### src/design/qihf_params.svh
// Purpose : offsets, field positions and reset values of the queue status
//           and hash filter register bank
// Assumes : register offsets are word indices; byte address is index * 4
// Notes   : definitions only
`ifndef QIHF_PARAMS_SVH
`define QIHF_PARAMS_SVH

// register indices
`define QIHF_IDX_INT_ENABLE    8'h90
`define QIHF_IDX_INT_STATUS    8'h92
`define QIHF_IDX_RX_FCOUNT     8'h9c
`define QIHF_IDX_TX_REQUEST    8'h9e
`define QIHF_IDX_HASH0         8'ha0
`define QIHF_IDX_HASH1         8'ha2
`define QIHF_IDX_HASH2         8'ha4
`define QIHF_IDX_HASH3         8'ha6
`define QIHF_IDX_PM_CONTROL    8'hd4
`define QIHF_IDX_QUEUE_CTRL    8'he0

// interrupt status / enable bit positions
`define QIHF_BIT_RX            13
`define QIHF_BIT_TXSPACE       6
`define QIHF_BIT_WAKEFRAME     5
`define QIHF_BIT_MAGIC         4
`define QIHF_BIT_LINKUP        3
`define QIHF_BIT_ENERGY        2
`define QIHF_BIT_DELAY_ENERGY  0

// queue control register bit positions
`define QIHF_BIT_TX_MONITOR    1
`define QIHF_BIT_RX_THRESH_EN  5
`define QIHF_BIT_ACCEPT_ALL    8
`define QIHF_BIT_ACCEPT_MCAST  9
`define QIHF_BIT_HASH_MODE     10

// power-management clear field codes, bits 5:2
`define QIHF_PM_CLR_WAKEFRAME  4'h8
`define QIHF_PM_CLR_MAGIC      4'h4
`define QIHF_PM_CLR_LINKUP     4'h2
`define QIHF_PM_CLR_ENERGY     4'h1

// reset values
`define QIHF_RST_WORD          16'h0000
`define QIHF_RST_HASH          64'h0000_0000_0000_0000
`define QIHF_RST_COUNT         8'h00

// hash crc
`define QIHF_CRC_POLY          32'h04c1_1db7
`define QIHF_CRC_INIT          32'hffff_ffff

`endif

### src/design/qihf_pkg.sv
// Purpose : types shared by the queue status and hash filter bank
// Assumes : nothing
// Notes   : constants live in qihf_params.svh
package qihf_pkg;

   // destination address offered by the receive path
   typedef struct packed
   {
      logic        valid;
      logic [47:0] da;
   } qihf_da_req_t;

   // filter verdict, one-cycle done pulse
   typedef struct packed
   {
      logic       done;
      logic       pass;
      logic [5:0] index;
   } qihf_filt_res_t;

   // filter steering bits
   typedef struct packed
   {
      logic accept_all;
      logic accept_mcast;
      logic hash_mode;
   } qihf_filt_ctrl_t;

endpackage

### src/design/qihf_regs.sv
// Purpose : interrupt status, rx frame count, tx space request and
//           multicast hash table registers behind a wishbone slave
// Assumes : 16-bit registers in the low half of 32-bit words
// Notes   : ack is registered; unmapped words ack and read zero
`timescale 1ns/10ps
`default_nettype none
`include "qihf_params.svh"

// Operation
// - tx space flag bit 6 sets on space, cleared by writing one
// - wake-frame bit 5 read-only, cleared by power field code 1000
// - magic-frame bit 4 read-only, cleared by power field code 0100
// - link-up wake bit 3 read-only, cleared by power field code 0010
// - energy wake bit 2 read-only, cleared by code 0001
// - count bits 15:8 capture queued frames when rx interrupt raised
// - with threshold enable, rx bit 13 sets when count exceeds threshold
// - with tx monitor on, bit 6 sets once free space suffices
// - 64-bit hash table used only in hash filtering mode
// - hash index is top six crc bits over destination address
// - index top two bits pick word, low four pick bit
// - set bit passes group frame, clear bit drops; table resets zero
// - accept-all or accept-multicast passes every multicast frame
// - reading status clears nothing; written ones clear only bits 13 and 6
// - interrupt output high while enabled status bit is set
module qihf_regs
   import qihf_pkg::*;
(
   input  wire logic           clk,
   input  wire logic           rst_n,
   input  wire logic           wb_cyc_i,
   input  wire logic           wb_stb_i,
   input  wire logic           wb_we_i,
   input  wire logic [9:0]     wb_adr_i,
   input  wire logic [3:0]     wb_sel_i,
   input  wire logic [31:0]    wb_dat_i,
   output logic [31:0]         wb_dat_o,
   output logic                wb_ack_o,
   output logic                irq,
   input  wire logic           rx_frame_evt,
   input  wire logic [7:0]     queued_frames,
   input  wire logic [15:0]    tx_free_space,
   input  wire logic           wakeup_frame_evt,
   input  wire logic           magic_frame_evt,
   input  wire logic           linkup_wake_evt,
   input  wire logic           energy_wake_evt,
   input  wire qihf_da_req_t   da_req,
   output qihf_filt_res_t      filt_res
);

   logic [1:0]  rst_pipe;
   logic        rst_s_n;
   logic        req;
   logic        wr;
   logic [7:0]  idx;
   logic [15:0] wdat;
   logic [15:0] wmask;
   logic [15:0] interrupt_enable;
   logic [15:0] queue_ctrl;
   logic [7:0]  power_mgmt_control;
   logic [7:0]  queued_frame_count;
   logic [7:0]  frame_count_threshold;
   logic [15:0] next_tx_space_request;
   logic [63:0] hash_table;
   logic        rx_flag;
   logic        tx_space_avail_flag;
   logic        wakeup_frame_flag;
   logic        magic_frame_flag;
   logic        linkup_wake_flag;
   logic        energy_wake_flag;
   logic [15:0] interrupt_status;
   logic        rx_over;
   logic        rx_over_q;
   logic        rx_set;
   logic        tx_enough;
   logic        tx_enough_q;
   logic        tx_set;
   logic        pm_wr;
   logic [3:0]  pm_code;
   logic [15:0] st_clr;
   logic [15:0] next_rdata;
   qihf_filt_ctrl_t fctrl;

   // true when the access hits the given word index
   function automatic logic hit(input logic [7:0] a, input logic [7:0] i);
      return a == i;
   endfunction

   // reset release through two flops; assert is immediate
   always_ff @(posedge clk or negedge rst_n)
   begin
      if (!rst_n)
         rst_pipe <= 2'b00;
      else
         rst_pipe <= {rst_pipe[0], 1'b1};
   end
   assign rst_s_n = rst_pipe[1];

   // bus decode; writes land on the edge where the master sees ack
   assign req   = wb_cyc_i & wb_stb_i;
   assign wr    = req & wb_we_i & wb_ack_o;
   assign idx   = wb_adr_i[9:2];
   assign wdat  = wb_dat_i[15:0];
   assign wmask = {{8{wb_sel_i[1]}}, {8{wb_sel_i[0]}}};

   // registered ack, one cycle per request, dropped the cycle after
   always_ff @(posedge clk or negedge rst_s_n)
   begin
      if (!rst_s_n)
         wb_ack_o <= 1'b0;
      else
         wb_ack_o <= req & ~wb_ack_o;
   end

   // interrupt enable, queue control and power field
   always_ff @(posedge clk or negedge rst_s_n)
   begin
      if (!rst_s_n)
      begin
         interrupt_enable   <= `QIHF_RST_WORD;
         queue_ctrl         <= `QIHF_RST_WORD;
         power_mgmt_control <= 8'h00;
      end
      else if (wr)
      begin
         if (hit(idx, `QIHF_IDX_INT_ENABLE))
            interrupt_enable <= (interrupt_enable & ~wmask) | (wdat & wmask);
         else if (hit(idx, `QIHF_IDX_QUEUE_CTRL))
            queue_ctrl <= (queue_ctrl & ~wmask) | (wdat & wmask);
         else if (hit(idx, `QIHF_IDX_PM_CONTROL) && wb_sel_i[0])
            power_mgmt_control <= wdat[7:0];
      end
   end

   // threshold, tx request and hash table
   always_ff @(posedge clk or negedge rst_s_n)
   begin
      if (!rst_s_n)
      begin
         frame_count_threshold <= `QIHF_RST_COUNT;
         next_tx_space_request <= `QIHF_RST_WORD;
         hash_table            <= `QIHF_RST_HASH;
      end
      else if (wr)
      begin
         if (hit(idx, `QIHF_IDX_RX_FCOUNT) && wb_sel_i[0])
            frame_count_threshold <= wdat[7:0];
         else if (hit(idx, `QIHF_IDX_TX_REQUEST))
            next_tx_space_request <= (next_tx_space_request & ~wmask)
                                     | (wdat & wmask);
         else if (hit(idx, `QIHF_IDX_HASH0))
            hash_table[15:0] <= (hash_table[15:0] & ~wmask) | (wdat & wmask);
         else if (hit(idx, `QIHF_IDX_HASH1))
            hash_table[31:16] <= (hash_table[31:16] & ~wmask)
                                 | (wdat & wmask);
         else if (hit(idx, `QIHF_IDX_HASH2))
            hash_table[47:32] <= (hash_table[47:32] & ~wmask)
                                 | (wdat & wmask);
         else if (hit(idx, `QIHF_IDX_HASH3))
            hash_table[63:48] <= (hash_table[63:48] & ~wmask)
                                 | (wdat & wmask);
      end
   end

   // event detection: rising edges of the threshold and tx space compares so a cleared flag is not re-set at once; rx_frame_evt used as is
   assign rx_over   = queued_frames > frame_count_threshold;
   assign rx_set    = queue_ctrl[`QIHF_BIT_RX_THRESH_EN]
                      ? (rx_over & ~rx_over_q)
                      : rx_frame_evt;
   assign tx_enough = queue_ctrl[`QIHF_BIT_TX_MONITOR]
                      & (tx_free_space >= next_tx_space_request);
   assign tx_set    = tx_enough & ~tx_enough_q;

   always_ff @(posedge clk or negedge rst_s_n)
   begin
      if (!rst_s_n)
      begin
         rx_over_q   <= 1'b0;
         tx_enough_q <= 1'b0;
      end
      else
      begin
         rx_over_q   <= rx_over;
         tx_enough_q <= tx_enough;
      end
   end

   // frame count captured as the rx interrupt is raised
   always_ff @(posedge clk or negedge rst_s_n)
   begin
      if (!rst_s_n)
         queued_frame_count <= `QIHF_RST_COUNT;
      else if (rx_set)
         queued_frame_count <= queued_frames;
   end

   // write-one-to-clear mask and power field clear code
   assign st_clr  = (wr && hit(idx, `QIHF_IDX_INT_STATUS))
                    ? (wdat & wmask) : 16'h0000;
   assign pm_wr   = wr & hit(idx, `QIHF_IDX_PM_CONTROL) & wb_sel_i[0];
   assign pm_code = wdat[5:2];

   // w1c flags; a set in the clearing cycle wins
   always_ff @(posedge clk or negedge rst_s_n)
   begin
      if (!rst_s_n)
      begin
         rx_flag             <= 1'b0;
         tx_space_avail_flag <= 1'b0;
      end
      else
      begin
         rx_flag <= rx_set | (rx_flag & ~st_clr[`QIHF_BIT_RX]);
         tx_space_avail_flag <= tx_set
            | (tx_space_avail_flag & ~st_clr[`QIHF_BIT_TXSPACE]);
      end
   end

   // wake flags cleared only through the power field code
   always_ff @(posedge clk or negedge rst_s_n)
   begin
      if (!rst_s_n)
      begin
         wakeup_frame_flag <= 1'b0;
         magic_frame_flag  <= 1'b0;
         linkup_wake_flag  <= 1'b0;
         energy_wake_flag  <= 1'b0;
      end
      else
      begin
         wakeup_frame_flag <= wakeup_frame_evt | (wakeup_frame_flag
            & ~(pm_wr && pm_code == `QIHF_PM_CLR_WAKEFRAME));
         magic_frame_flag <= magic_frame_evt | (magic_frame_flag
            & ~(pm_wr && pm_code == `QIHF_PM_CLR_MAGIC));
         linkup_wake_flag <= linkup_wake_evt | (linkup_wake_flag
            & ~(pm_wr && pm_code == `QIHF_PM_CLR_LINKUP));
         energy_wake_flag <= energy_wake_evt | (energy_wake_flag
            & ~(pm_wr && pm_code == `QIHF_PM_CLR_ENERGY));
      end
   end

   // status image; bits 1 and 0 are constant zero
   always_comb
   begin
      interrupt_status = 16'h0000;
      interrupt_status[`QIHF_BIT_RX]        = rx_flag;
      interrupt_status[`QIHF_BIT_TXSPACE]   = tx_space_avail_flag;
      interrupt_status[`QIHF_BIT_WAKEFRAME] = wakeup_frame_flag;
      interrupt_status[`QIHF_BIT_MAGIC]     = magic_frame_flag;
      interrupt_status[`QIHF_BIT_LINKUP]    = linkup_wake_flag;
      interrupt_status[`QIHF_BIT_ENERGY]    = energy_wake_flag;
   end

   // energy wake is enabled by either the plain or the delayed enable
   assign irq = |(interrupt_status & interrupt_enable)
                | (energy_wake_flag
                   & interrupt_enable[`QIHF_BIT_DELAY_ENERGY]);

   // read mux
   always_comb
   begin
      next_rdata = 16'h0000;
      if (hit(idx, `QIHF_IDX_INT_ENABLE))
         next_rdata = interrupt_enable;
      else if (hit(idx, `QIHF_IDX_INT_STATUS))
         next_rdata = interrupt_status;
      else if (hit(idx, `QIHF_IDX_RX_FCOUNT))
         next_rdata = {queued_frame_count, frame_count_threshold};
      else if (hit(idx, `QIHF_IDX_TX_REQUEST))
         next_rdata = next_tx_space_request;
      else if (hit(idx, `QIHF_IDX_HASH0))
         next_rdata = hash_table[15:0];
      else if (hit(idx, `QIHF_IDX_HASH1))
         next_rdata = hash_table[31:16];
      else if (hit(idx, `QIHF_IDX_HASH2))
         next_rdata = hash_table[47:32];
      else if (hit(idx, `QIHF_IDX_HASH3))
         next_rdata = hash_table[63:48];
      else if (hit(idx, `QIHF_IDX_PM_CONTROL))
         next_rdata = {8'h00, power_mgmt_control};
      else if (hit(idx, `QIHF_IDX_QUEUE_CTRL))
         next_rdata = queue_ctrl;
   end

   // read data registered with the ack; upper half always zero
   always_ff @(posedge clk or negedge rst_s_n)
   begin
      if (!rst_s_n)
         wb_dat_o <= 32'h0000_0000;
      else if (req & ~wb_ack_o)
         wb_dat_o <= {16'h0000, next_rdata};
   end

   // filter steering
   assign fctrl.accept_all   = queue_ctrl[`QIHF_BIT_ACCEPT_ALL];
   assign fctrl.accept_mcast = queue_ctrl[`QIHF_BIT_ACCEPT_MCAST];
   assign fctrl.hash_mode    = queue_ctrl[`QIHF_BIT_HASH_MODE];

   qihf_hash_filter u_filter
   (
      .clk        (clk),
      .rst_n      (rst_s_n),
      .req        (da_req),
      .table_bits (hash_table),
      .ctrl       (fctrl),
      .res        (filt_res)
   );
endmodule
`default_nettype wire

### src/design/qihf_hash_filter.sv
// Purpose : multicast hash filter on the received destination address
// Assumes : da[47:40] is the first byte on the wire, bits sent lsb first
// Notes   : verdict is registered, one cycle after the request
`timescale 1ns/10ps
`default_nettype none
`include "qihf_params.svh"

module qihf_hash_filter
   import qihf_pkg::*;
(
   input  wire logic            clk,
   input  wire logic            rst_n,
   input  wire qihf_da_req_t    req,
   input  wire logic [63:0]     table_bits,
   input  wire qihf_filt_ctrl_t ctrl,
   output var  qihf_filt_res_t  res
);

   // ethernet frame check crc over the 48 address bits
   function automatic logic [31:0] crc48(input logic [47:0] a);
      logic [31:0] c;
      logic        fb;
      c = `QIHF_CRC_INIT;
      for (int b = 0; b < 6; b++)
      begin
         for (int i = 0; i < 8; i++)
         begin
            fb = c[31] ^ a[47 - 8*b - 7 + i];
            c  = {c[30:0], 1'b0};
            if (fb)
               c = c ^ `QIHF_CRC_POLY;
         end
      end
      return c;
   endfunction

   logic [31:0] crc;
   logic [5:0]  idx;
   logic        group;
   logic        next_pass;

   assign crc   = crc48(req.da);
   assign idx   = crc[31:26];
   assign group = req.da[40];    // i/g bit of the first byte

   // table word by idx[5:4], bit by idx[3:0]; word 0 is index 0
   always_comb
   begin
      next_pass = 1'b1;
      if (group)
      begin
         if (ctrl.accept_all || ctrl.accept_mcast)
            next_pass = 1'b1;
         else if (ctrl.hash_mode)
            next_pass = table_bits[{idx[5:4], idx[3:0]}];
      end
   end

   // registered verdict
   always_ff @(posedge clk or negedge rst_n)
   begin
      if (!rst_n)
         res <= '0;
      else
      begin
         res.done  <= req.valid;
         res.pass  <= req.valid & next_pass;
         res.index <= idx;
      end
   end
endmodule
`default_nettype wire

### config.mk
export PLATFORM = sky130hd
export DESIGN_NAME = qihf_regs
export DESIGN_NICKNAME = d
export VERILOG_FILES = /design/src/design/qihf_pkg.sv /design/src/design/qihf_regs.sv /design/src/design/qihf_hash_filter.sv
export VERILOG_INCLUDE_DIRS = /design/src /design/src/design
export SDC_FILE = /design/constraint.sdc
export NUM_CORES = 1
export LEC_CHECK = 0
export BUFFER_PORTS_ARGS = -buffer_cell sky130_fd_sc_hd__buf_2
export CAP_MARGIN = 0
export CORE_MARGIN = 2
export CORE_UTILIZATION = 58
export CTS_CLUSTER_DIAMETER = 80
export CTS_CLUSTER_SIZE = 14
export DETAILED_ROUTE_END_ITERATION = 10
export GPL_TIMING_DRIVEN = 1
export PLACE_DENSITY = 0.81
export RECOVER_POWER = 100
export SLEW_MARGIN = 20
export SYNTH_ARGS = -nofsm -noshare
export SYNTH_HDL_FRONTEND = slang
export SYNTH_SLANG_ARGS = --single-unit
### constraint.sdc
create_clock -name clk -period 6.5 [get_ports clk]
set_input_delay 0 -clock clk [delete_from_list [all_inputs] [get_ports clk]]
set_output_delay 0 -clock clk [all_outputs]
set_load 0.05 [all_outputs]
# Word level (Yosys, flattened, before mapping)
# Index checks and enable logic that the tools add are counted.
# op_classes
order_cmp	3
eq_ne	14
bitwise_logic	151
reduce_logical	18
mux	65
# op_table
operator	count
$mux 27	48
$not 14->14	47
$mux 16	10
$and 16x16->16	8
$or 16x16->16	7
$eq 8x8->1 const B	10
$xor 1x1->1	42
$and 1x1->1	17
$and 14x16->16	1
$ge 16x16->1	1
$not 1->1	16
$not 16->16	1
$reduce_or 16->1	1
$mux 14	1
$gt 8x8->1	1
$reduce_and 4->1	2
$logic_and 1x1->1	7
$lt 6x7->1 const B	1
$or 1x1->1	7
$reduce_and 7->1	1
$bmux 1 s6	1
$reduce_and 3->1	2
$reduce_and 6->1	1
$mux 1	5
8 further kinds	13
# word_totals
register_bits	171
out_inout_bits	42
input_bits	129
word_cells	275

# Logic depth before layout (Yosys ltp)
# Gate-level depths: netlist of the first run.
# depth
word_depth	101
mapped_depth	16
ltp_nobuf	16

# By module
# From an unflattened synthesis of the first run, not the netlist that was laid out.
# unflattened
cells_unflattened	984
area_unflattened_um2	11546.1
# modules_own_cells
mod	n_inst	seq_area_each_um2	cells_each	area_each_um2
qihf_regs	1	4078.9	724	8376.8
qihf_hash_filter	1	200.2	260	3169.3

# Least setup slack after synthesis of the first run
# OpenSTA, ideal clock, no wires.
# synth_path
path_type	input-to-reg
startpoint	in da_req[35] (netlist name)
endpoint	reg u_filter.res[6] (netlist name)
slack_ps	2300
t_required_ps	6373
setup_ps	127
cell_stages	15
n_path_buf	2
arrival_time_ps	4073
cell_sequence	buf_6 xnor3_2 xnor2_2 xnor3_2 xnor3_2 xnor3_1 xnor3_2 xnor3_2 xnor2_2 buf_6 mux4_2 a222oi_1 o21ai_1 nand4_1 a21boi_1
# synth_between
elab_chain_len	55
elab_cells_between_ends	104
classes_between	mux: 42; bitwise: 62
# synth_rtl
element	line_no	rtl
start: declaration	qihf_regs.sv:46	input wire qihf_da_req_t da_req,
$xor 1x1->1 *	qihf_hash_filter.sv:28	fb = c[31] ^ a[47 - 8*b - 7 + i];
$mux 27 *	qihf_hash_filter.sv:30	if (fb)
$not 14->14 (no line)	n/a	
$mux 27	qihf_hash_filter.sv:30	
$mux 27 / $not 14->14 (equally long branches)	n/a	
$mux 27	qihf_hash_filter.sv:30	
$not 14->14 (no line) / $mux 27 (equally long branches)	n/a	
$mux 27 / $not 14->14 (equally long branches)	n/a	
[39 not listed]	n/a	
$not 14->14 (no line)	n/a	
$mux 27	qihf_hash_filter.sv:30	
$bmux 1 s6 *	qihf_hash_filter.sv:55	next_pass = table_bits[{idx[5:4], idx[3:0]}];
$mux 1 (implied by the code) *	qihf_hash_filter.sv:55	
$mux 1 *	qihf_hash_filter.sv:54	else if (ctrl.hash_mode)
$mux 1 *	qihf_hash_filter.sv:52	if (ctrl.accept_all || ctrl.accept_mcast)
$mux 1 *	qihf_hash_filter.sv:50	if (group)
$and 1x1->1 *	qihf_hash_filter.sv:67	res.pass <= req.valid & next_pass;
end: declaration	qihf_hash_filter.sv:16	output var qihf_filt_res_t res
# Every way passes the cells marked *; elsewhere a longest branch is shown, timed or not. The select of a mux whose other input is x is not followed.
# A chain may end at the register's enable or synchronous reset.

# Final worst setup path of the first run
# layout_path
startpoint	in da_req[32] (netlist name)
endpoint	reg u_filter.res[6] (netlist name)
# layout_between
elab_chain_len	55
elab_cells_between_ends	113
classes_between	mux: 45; bitwise: 68
# layout_rtl
element	line_no
$xor 1x1->1 *	qihf_hash_filter.sv:28
$mux 27 *	qihf_hash_filter.sv:30
$mux 27 / $not 14->14 (equally long branches) (3 in a row)	n/a
$not 14->14 (no line) / $mux 27 (equally long branches)	n/a
$mux 27 / $not 14->14 (equally long branches) (2 in a row)	n/a
$mux 27 / $xor 1x1->1 (equally long branches)	qihf_hash_filter.sv:30, qihf_hash_filter.sv:28
$mux 27 / $not 14->14 (equally long branches) (2 in a row)	n/a
$mux 27	qihf_hash_filter.sv:30
[35 not listed]	n/a
$not 14->14 (no line)	n/a
$mux 27	qihf_hash_filter.sv:30
$bmux 1 s6 *	qihf_hash_filter.sv:55
$mux 1 (implied by the code) *	qihf_hash_filter.sv:55
$mux 1 *	qihf_hash_filter.sv:54
$mux 1 *	qihf_hash_filter.sv:52
$mux 1 *	qihf_hash_filter.sv:50
$and 1x1->1 *	qihf_hash_filter.sv:67
# Marks and branches as above.

==> impl_metrics.py, run 1 <==
metrics = {
    "clock_tree": {
        "cts_resized": 0,
        "cts_sinks": 171,
        "worstSkewPairLatency_ns": 0.44,
        "htreeDepth": 4,
        "numCtsBuffers": 17,
        "clock_path_buffers": 2,
        "postCtsSetupBuffers": 0,
        "cts_tree": "yes",
        "ctsHoldBuffers": 33,
        "clkTransAtPathRegs_ns": 0.06,
        "cts-root-buf": "clkbuf_16",
    },
    "synthesis": {
        "syn_avg_cell_area_sq_um": 11.7,
        "ys_seq_area_frac": 0.384,
        "synth-async-reset-ratio": 1.00,
        "yosys_warnings": 0,
        "synthFlopType": "dfrtp_1",
        "synthesis.instances": 955,
        "ys_ff_latch": 171,
        "netlist_area_sq_mm": 0.0111,
        "synth_edf_count": 0,
        "yosysUniqueCellTypes": 53,
    },
    "worst_setup_path": {
        "worstSetupEndpointType": "register",
        "cp_data_arrival_time_ns": 5.17,
        "worstPathMaxFanout": 12,
        "setup.worst_path.end": "u_filter.res[6]",
        "timing.rr.start": "rst_pipe[1]",
        "reg2reg_to": "power_mgmt_control[1]",
        "r2r_cells": 1,
        "cp-start-kind": "input port",
        "r2r_slack_ns": 1.74,
        "critPathLaunch": "da_req[32]",
        "critical_path_required_ns": 6.82,
        "crit_type": "in2reg",
    },
    "place": {
        "place_congestion": 0.907,
        "port_buffers": 134,
        "dp.final_hpwl_um": 21600,
    },
    "sta": {
        "clock.fmax_mhz": 206,
        "setup_viol": 0,
        "worst_pin_slew_ns": 2.87,
        "finalCritPeriodShare": 0.746,
        "setup_tns_ns": 0,
        "report.final.slew_viol_count": 175,
        "fin_crit_ns": 4.85,
        "hold_violations": 0,
        "maxSlewHeadroom": -0.916,
        "rsz0062_at_grt": "no",
        "fin_skew_ns": 0.00862,
    },
    "finish": {
        "nets": 1261,
        "drive_gt1_frac": 0.258,
        "syn_to_final_growth_pct": 14.4,
    },
    "global_route": {
        "grt_pass1_wl_um": 46800,
        "antenna_found_initial": 1,
        "grt_pass1_vias": 8671,
        "grt_usage": 0.303,
        "grt-ovfl-total": 0,
        "grt_max_degree": 76,
    },
    "worst_hold_path": {
        "min_path_type": "in2reg",
    },
    "floorplanning": {
        "boundaryPins": 171,
        "core_sq_mm": 0.0188,
        "rows": 50,
        "die_w_um": 143,
        "start_util": 0.594,
        "die_y_um": 143,
        "design.die.area_sq_mm": 0.0203,
    },
    "routing": {
        "vias": 8365,
        "drt-total-wl_um": 29300,
        "drt_iter0_drc": 666,
        "drt-wirelength-per-cell_um": 21.6,
        "ant_nets": 0,
        "dr.pass1.iters": 7,
        "vias_per_cell": 6.17,
        "drcViolationCount": 0,
    },
    "flow_run": {
        "cap_viol_max_count": 4,
    },
    "outcome": {
        "status": "finished with violations",
        "violations": "capacitance limit, slew limit",
    },
}
[cell families after synthesis]
logic type      synth area share
simple gates              0.0735
flops                      0.384
compound gates            0.0944
buf+inv                   0.0371
xor+xnor                   0.230
other cells             0.000674
fa+ha+maj                 0.0269
mux                        0.154
[critical path: stages]
cell and delay (ns):
clkbuf_1 0.40, xor2_1 0.29, xnor2_1 0.55, xnor3_1 0.54, xnor2_1 0.28, xnor3_1 0.46, xnor2_1 0.27, xnor3_2 0.33
xnor2_2 0.60, buf_4 0.36, mux4_2 0.55, a222oi_1 0.22, o21ai_1 0.12, nand4_1 0.13, a21boi_1 0.08
[Yosys cell counts (all sizes together) (15+ instances only)]
cell	n	area [sq um]
dfrtp	171	4280
mux2	121	1360
a221oi	20	175
nand2	76	285
nor2	42	158
a21oi	18	90.1
buf	29	208
o21ai	32	160
xnor3	42	953
xnor2	113	1060
xor2	46	433
clkbuf	27	101
inv	28	105
ha	24	300
nand2b	15	93.8
[cell usage in the layout, fill, tap and decap left out, types with 28 or more instances in the layout]
cell,count
dfrtp_1,171
mux2_2,121
clkbuf_1,32
xnor3_1,36
xnor2_1,106
buf_2,106
nor2_1,42
nand2_1,76
dlygate4sd3_1,33
xor2_1,44
o21ai_0,30
inv_1,28
[layout make-up]
type,instances,area (sq um)
Multi-Input combinational cell,715,6480
Fill cell,1352,6020
Sequential cell,171,4280
Timing Repair Buffer,175,1010
Clock buffer,18,439
Tap cell,234,293
Clock inverter,14,138
Inverter,28,105
Antenna cell,1,2.50
[through the flow]
step / area, sq um / hold slack [ns] / worst slack, ns / utilization / std cells
finish: 12700 / 0.0399 / 1.65 / 0.679 / 1356
global route: 12700 / 0.105 / 0.733 / 0.679 / 1355
CTS: 12800 / 0.0410 / 1.67 / 0.684 / 1355
detailed placement: 11900 / -0.214 / 1.22 / 0.636 / 1290
global placement: 11900 / -0.216 / 1.26 / 0.636 / 1290
floorplan: 11200 / -0.296 / 1.38 / - / 970
[metal layers]
layer | wire length [um] | vias to the layer above | track usage
met3 | 2580 | 80 | 0.0641
met1 | 11500 | 4102 | 0.394
met5 | 0 | - | 0
li1 | - | 3704 | -
met2 | 14300 | 479 | 0.504
met4 | 956 | 0 | 0.116
[how the worst min path moves through the flow]
stage,start,end,slack [ns],cells after the start
6_report,da_req[40],u_filter.res[6],0.04,4
5_1_grt,rx_frame_evt,rx_flag,0.11,4
4_1_cts,da_req[40],u_filter.res[6],0.04,4
3_5_place_dp,rst_n,rst_pipe[0],-0.21,1
3_3_place_gp,rst_n,rst_pipe[0],-0.22,1
2_1_floorplan,rst_n,rst_pipe[0],-0.30,0
Power of run 1 is not shown: default switching activity piles up to over one toggle a cycle in this logic, so the estimate is an artifact.
==> run 2, diff against run 1 <==
Clock period 6.5 ns to 4.7 ns, I/O delays scaled along.
==> impl_metrics.py, run 2 (synthesis gave the netlist of run 1 again) <==
metrics = {
    "outcome": {
        "status": "finished with violations",
        "violations": "capacitance limit, slew limit",
    },
    "clock_tree": {
        "clkTransAtPathRegs_ns": 0.07,
        "ctsHoldBuffers": 34,
        "cts-root-buf": "clkbuf_16",
        "cts_tree": "yes",
        "htreeDepth": 4,
        "postCtsSetupBuffers": 0,
        "numCtsBuffers": 17,
        "clock_path_buffers": 2,
        "cts_resized": 0,
        "worstSkewPairLatency_ns": 0.44,
        "cts_sinks": 171,
    },
    "worst_setup_path": {
        "r2r_cells": 1,
        "worstPathMaxFanout": 4,
        "cpPeakStageDelay_ns": 0.51,
        "timing.rr.start": "rst_pipe[1]",
        "cp_cell_sequence": "buf_2 -> xnor3_2 -> xnor2_2 -> xnor3_2 -> xnor3_2 -> xnor3_1 -> xnor3_2 -> xnor3_2 -> xnor2_1 -> buf_4 -> mux4_2 -> a222oi_1 -> o21ai_1 -> nand4_1 -> a21boi_1",
        "worstSetupEndpointType": "register",
        "critPathSlowestCell": "mux4_2",
        "cpMostUsedCell": "xnor3_2",
        "cp-start-kind": "input port",
        "r2r_slack_ns": 1.16,
        "cp_top_family": "XOR/XNOR gates",
        "critical_path_required_ns": 5.02,
        "cp_data_arrival_time_ns": 4.45,
        "crit_buf_inv": 2,
        "crit_type": "in2reg",
    },
    "global_route": {
        "use_met3": 0.0604,
        "antenna_found_initial": 0,
        "grt_usage": 0.308,
        "met2_usage": 0.506,
        "grt_pass1_wl_um": 47100,
        "grt_pass1_vias": 8551,
        "grt-ovfl-total": 0,
        "gr-usage-met1": 0.405,
        "grt_max_degree": 70,
        "grt-busiest-layer": "met2",
    },
    "floorplanning": {
        "die_y_um": 143,
        "boundaryPins": 171,
        "rows": 50,
        "core_sq_mm": 0.0188,
        "start_util": 0.594,
        "die_w_um": 143,
        "design.die.area_sq_mm": 0.0203,
    },
    "finish": {
        "antennaDiodeCount": 0,
        "syn_to_final_growth_pct": 16.4,
        "layoutNonFillerInstCount": 1380,
        "nets": 1286,
        "n_fill_cell": 1354,
        "layout_common_cells": "171 x dfrtp_1, 119 x mux2_2, 106 x xnor2_1",
        "drive_gt1_frac": 0.273,
        "final_common_cell": "dfrtp_1",
    },
    "place": {
        "dp.final_hpwl_um": 22400,
        "port_buffers": 134,
        "dp_cells": 1314,
        "place_congestion": 0.929,
    },
    "routing": {
        "drt_iter0_drc": 687,
        "vias": 8443,
        "dr.pass1.iters": 5,
        "drt-total-wl_um": 30100,
        "ant_nets": 0,
        "drcViolationCount": 0,
        "drt-wirelength-per-cell_um": 21.8,
        "vias_per_cell": 6.12,
    },
    "worst_hold_path": {
        "min_from": "rx_frame_evt",
        "hold_end": "rx_flag",
        "hold_path_depth": 4,
        "min_path_type": "in2reg",
    },
    "sta": {
        "fin_skew_ns": 0.0129,
        "maxSlewHeadroom": -0.779,
        "setup_viol": 0,
        "finalCritPeriodShare": 0.880,
        "hold_violations": 0,
        "clock.fmax_mhz": 242,
        "setup_tns_ns": 0,
        "rsz0062_at_grt": "no",
        "timing.hold.ws_ns": 0.0609,
        "report.final.slew_viol_count": 70,
        "worst_pin_slew_ns": 2.67,
        "fin_crit_ns": 4.14,
    },
    "flow_run": {
        "cap_viol_max_count": 1,
    },
}
[run 2: changes by cell type in the layout (fill, tap and decap cells not counted), sizes merged]
cell,change
buf,+22
bufinv,+1
clkbuf,+1
clkinv,+1
clkinvlp,-1
diode,-1
dlygate4sd3,+1
[run 2: worst max-delay path by stage]
stage | start | to | cells after the start
2_1_floorplan | da_req[35] | u_filter.res[6] | 15
3_3_place_gp | da_req[35] | u_filter.res[6] | 14
3_5_place_dp | da_req[35] | u_filter.res[6] | 14
4_1_cts | da_req[35] | u_filter.res[6] | 14
5_1_grt | da_req[42] | u_filter.res[6] | 17
6_report | da_req[35] | u_filter.res[6] | 15
[run 2: through the flow]
stage,worst slack [ns],instance area [sq um],util
3_5_place_dp,0.227,12100,0.646
4_1_cts,0.671,13000,0.695
2_1_floorplan,0.500,11200,-
3_3_place_gp,0.298,12100,0.646
6_report,0.564,13000,0.691
5_1_grt,0.185,13000,0.691
[run 2: layer usage]
metal / wire length, um / part of all wire / vias up
met5: 0 / 0 / -
met4: 1180 / 0.039 / 0
met3: 2280 / 0.076 / 94
met2: 14500 / 0.48 / 439
met1: 12200 / 0.40 / 4167
li1: - / - / 3743
[run 2: area by class of cell]
class	count	area, sq um	share of cell area
multi-input cells	715	6500	0.501
flip-flops and latches	171	4280	0.330
repair buffers	200	1210	0.0934
clock buffers	17	425	0.0328
well taps	234	293	0.0226
clock inverters	15	161	0.0124
inverters	28	105	0.00810
Power of run 2 is left out for the same reason.
==> run 3, diff against run 2 <==
Settings changed: CELL_PAD_IN_SITES_DETAIL_PLACEMENT set to 1, CELL_PAD_IN_SITES_GLOBAL_PLACEMENT set to 1, CORE_UTILIZATION 58 to 46, PLACE_DENSITY 0.81 to unset, PLACE_DENSITY_LB_ADDON set to 0.1.
==> impl_metrics.py, run 3 (synthesis gave the netlist of run 1 again) <==
metrics = {
    "outcome": {
        "status": "finished with violations",
        "violations": "capacitance limit, slew limit",
    },
    "worst_setup_path": {
        "cpMostUsedCell": "xnor2_1",
        "cp_data_arrival_time_ns": 4.58,
        "critPathSlowestCell": "o21ai_0",
        "crit_type": "in2reg",
        "worstSetupEndpointType": "register",
        "critPathLaunch": "da_req[43]",
        "cpPeakStageDelay_ns": 0.52,
        "worstPathMaxFanout": 6,
        "timing.rr.start": "frame_count_threshold[1]",
        "critical_path_required_ns": 5.06,
        "cp-start-kind": "input port",
        "cp_cell_sequence": "buf_2 -> xor3_1 -> buf_4 -> xnor3_2 -> xnor2_1 -> xor2_1 -> xnor3_1 -> xnor3_1 -> xnor2_1 -> xnor2_1 -> nand2b_1 -> o21ai_0 -> a211oi_1 -> o211ai_1 -> nand4_1 -> a21boi_1",
    },
    "sta": {
        "finalCritPeriodShare": 0.899,
        "clock.fmax_mhz": 237,
        "rsz0062_at_grt": "no",
        "maxSlewHeadroom": -0.539,
        "worst_pin_slew_ns": 2.31,
        "hold_violations": 0,
        "report.final.slew_viol_count": 175,
        "fin_skew_ns": 0.0123,
        "fin_crit_ns": 4.22,
        "setup_viol": 0,
        "setup_tns_ns": 0,
    },
    "global_route": {
        "grt_max_degree": 94,
        "grt_usage": 0.271,
        "grt_pass1_wl_um": 52800,
        "grt-ovfl-total": 0,
        "antenna_found_initial": 0,
        "grt_pass1_vias": 8845,
    },
    "routing": {
        "dr.pass1.iters": 5,
        "ant_nets": 0,
        "drt-total-wl_um": 33600,
        "met3_length_um": 1570,
        "met2WireLength_um": 16500,
        "top_layer_used": "met4",
        "drt-wirelength-per-cell_um": 22.9,
        "drcViolationCount": 0,
        "route.layer.met1.wl_um": 14700,
        "vias_per_cell": 5.65,
        "vias": 8284,
        "drt_iter0_drc": 472,
    },
    "floorplanning": {
        "boundaryPins": 171,
        "core_sq_mm": 0.0236,
        "start_util": 0.472,
        "rows": 56,
        "die_w_um": 160,
        "design.die.area_sq_mm": 0.0255,
        "die_y_um": 160,
    },
    "clock_tree": {
        "cts_resized": 0,
        "cts-root-buf": "clkbuf_16",
        "clock_path_buffers": 2,
        "numCtsBuffers": 17,
        "cts_tree": "yes",
        "postCtsSetupBuffers": 0,
        "cts_sinks": 171,
        "clkTransAtPathRegs_ns": 0.07,
        "worstSkewPairLatency_ns": 0.44,
        "htreeDepth": 4,
    },
    "place": {
        "place_congestion": 0.876,
        "dp.final_hpwl_um": 25800,
        "port_buffers": 134,
    },
    "finish": {
        "syn_to_final_growth_pct": 17.4,
        "layout_common_cells": "171 x dfrtp_1, 120 x mux2_2, 106 x xnor2_1, 106 x buf_2, 76 x nand2_1",
        "final_common_cell": "dfrtp_1",
        "drive_gt1_frac": 0.278,
        "nets": 1287,
    },
    "flow_run": {
        "cap_viol_max_count": 3,
    },
    "worst_hold_path": {
        "min_path_type": "in2reg",
        "min_from": "wb_we_i",
    },
}
run 3: changes by cell type in the layout (fill, tap and decap cells not counted), sizes merged:
cell | previous run | this run
diode | 0 | 1
inv | 33 | 32
clkbuf | 51 | 52
clkinv | 7 | 4
buf | 132 | 137
clkinvlp | 1 | 2
dlygate4sd3 | 34 | 32
run 3: final timing paths:
check | endpoint | slack, ns | cells after the start
max | u_filter.res[6] | 0.48 | 16
min | rx_flag | 0.05 | 6
max reg2reg | queued_frame_count[2] | 1.51 | 12
min reg2reg | wb_dat_o[9] | 0.14 | 0
max in group asynchronous | async pin | 2.00 | 1
min in group asynchronous | wb_dat_o[9] | 0.14 | 0
run 3: timing repair:
action / CTS / global route
hold buffers: 32 / 0
setup endpoints to repair: 0 / 0
hold endpoints to repair: 80 / 0
run 3: final cells by class:
class	instances	area, sq um
Antenna cell	1	2.50
Clock inverter	12	138
Multi-Input combinational cell	715	6500
Clock buffer	20	457
Timing Repair Buffer	201	1210
Sequential cell	171	4280
Tap cell	319	399
Fill cell	2574	10500
Inverter	28	105
run 3: critical path: cells and delay by family:
| family | cells | cell delay, ns |
|---|---|---|
| xor gates and xnor gates | 8 | 2.87 |
| AOI/OAI and AO/OA | 4 | 1.04 |
| buffers and inverters | 2 | 0.40 |
| and+or+nand+nor | 2 | 0.27 |
run 3: per-stage QoR:
step	worst slack [ns]	cell area, sq um	hold WS [ns]	instances	utilization
2_1_floorplan	0.500	11200	-0.296	970	-
3_3_place_gp	0.187	12300	-0.215	1402	0.519
3_5_place_dp	0.133	12300	-0.214	1402	0.519
6_report	0.477	13100	0.0536	1467	0.554
4_1_cts	0.554	13200	0.0402	1466	0.558
5_1_grt	0.230	13100	0.0987	1466	0.554
run 3: routing by layer:
metal  global-route usage  vias to the layer above
li1                     -                     3755
met1                0.365                     4240
met2                0.452                      238
met3               0.0426                       51
met4               0.0831                        0
met5                    0                        -
Power of run 3 is left out for the same reason.
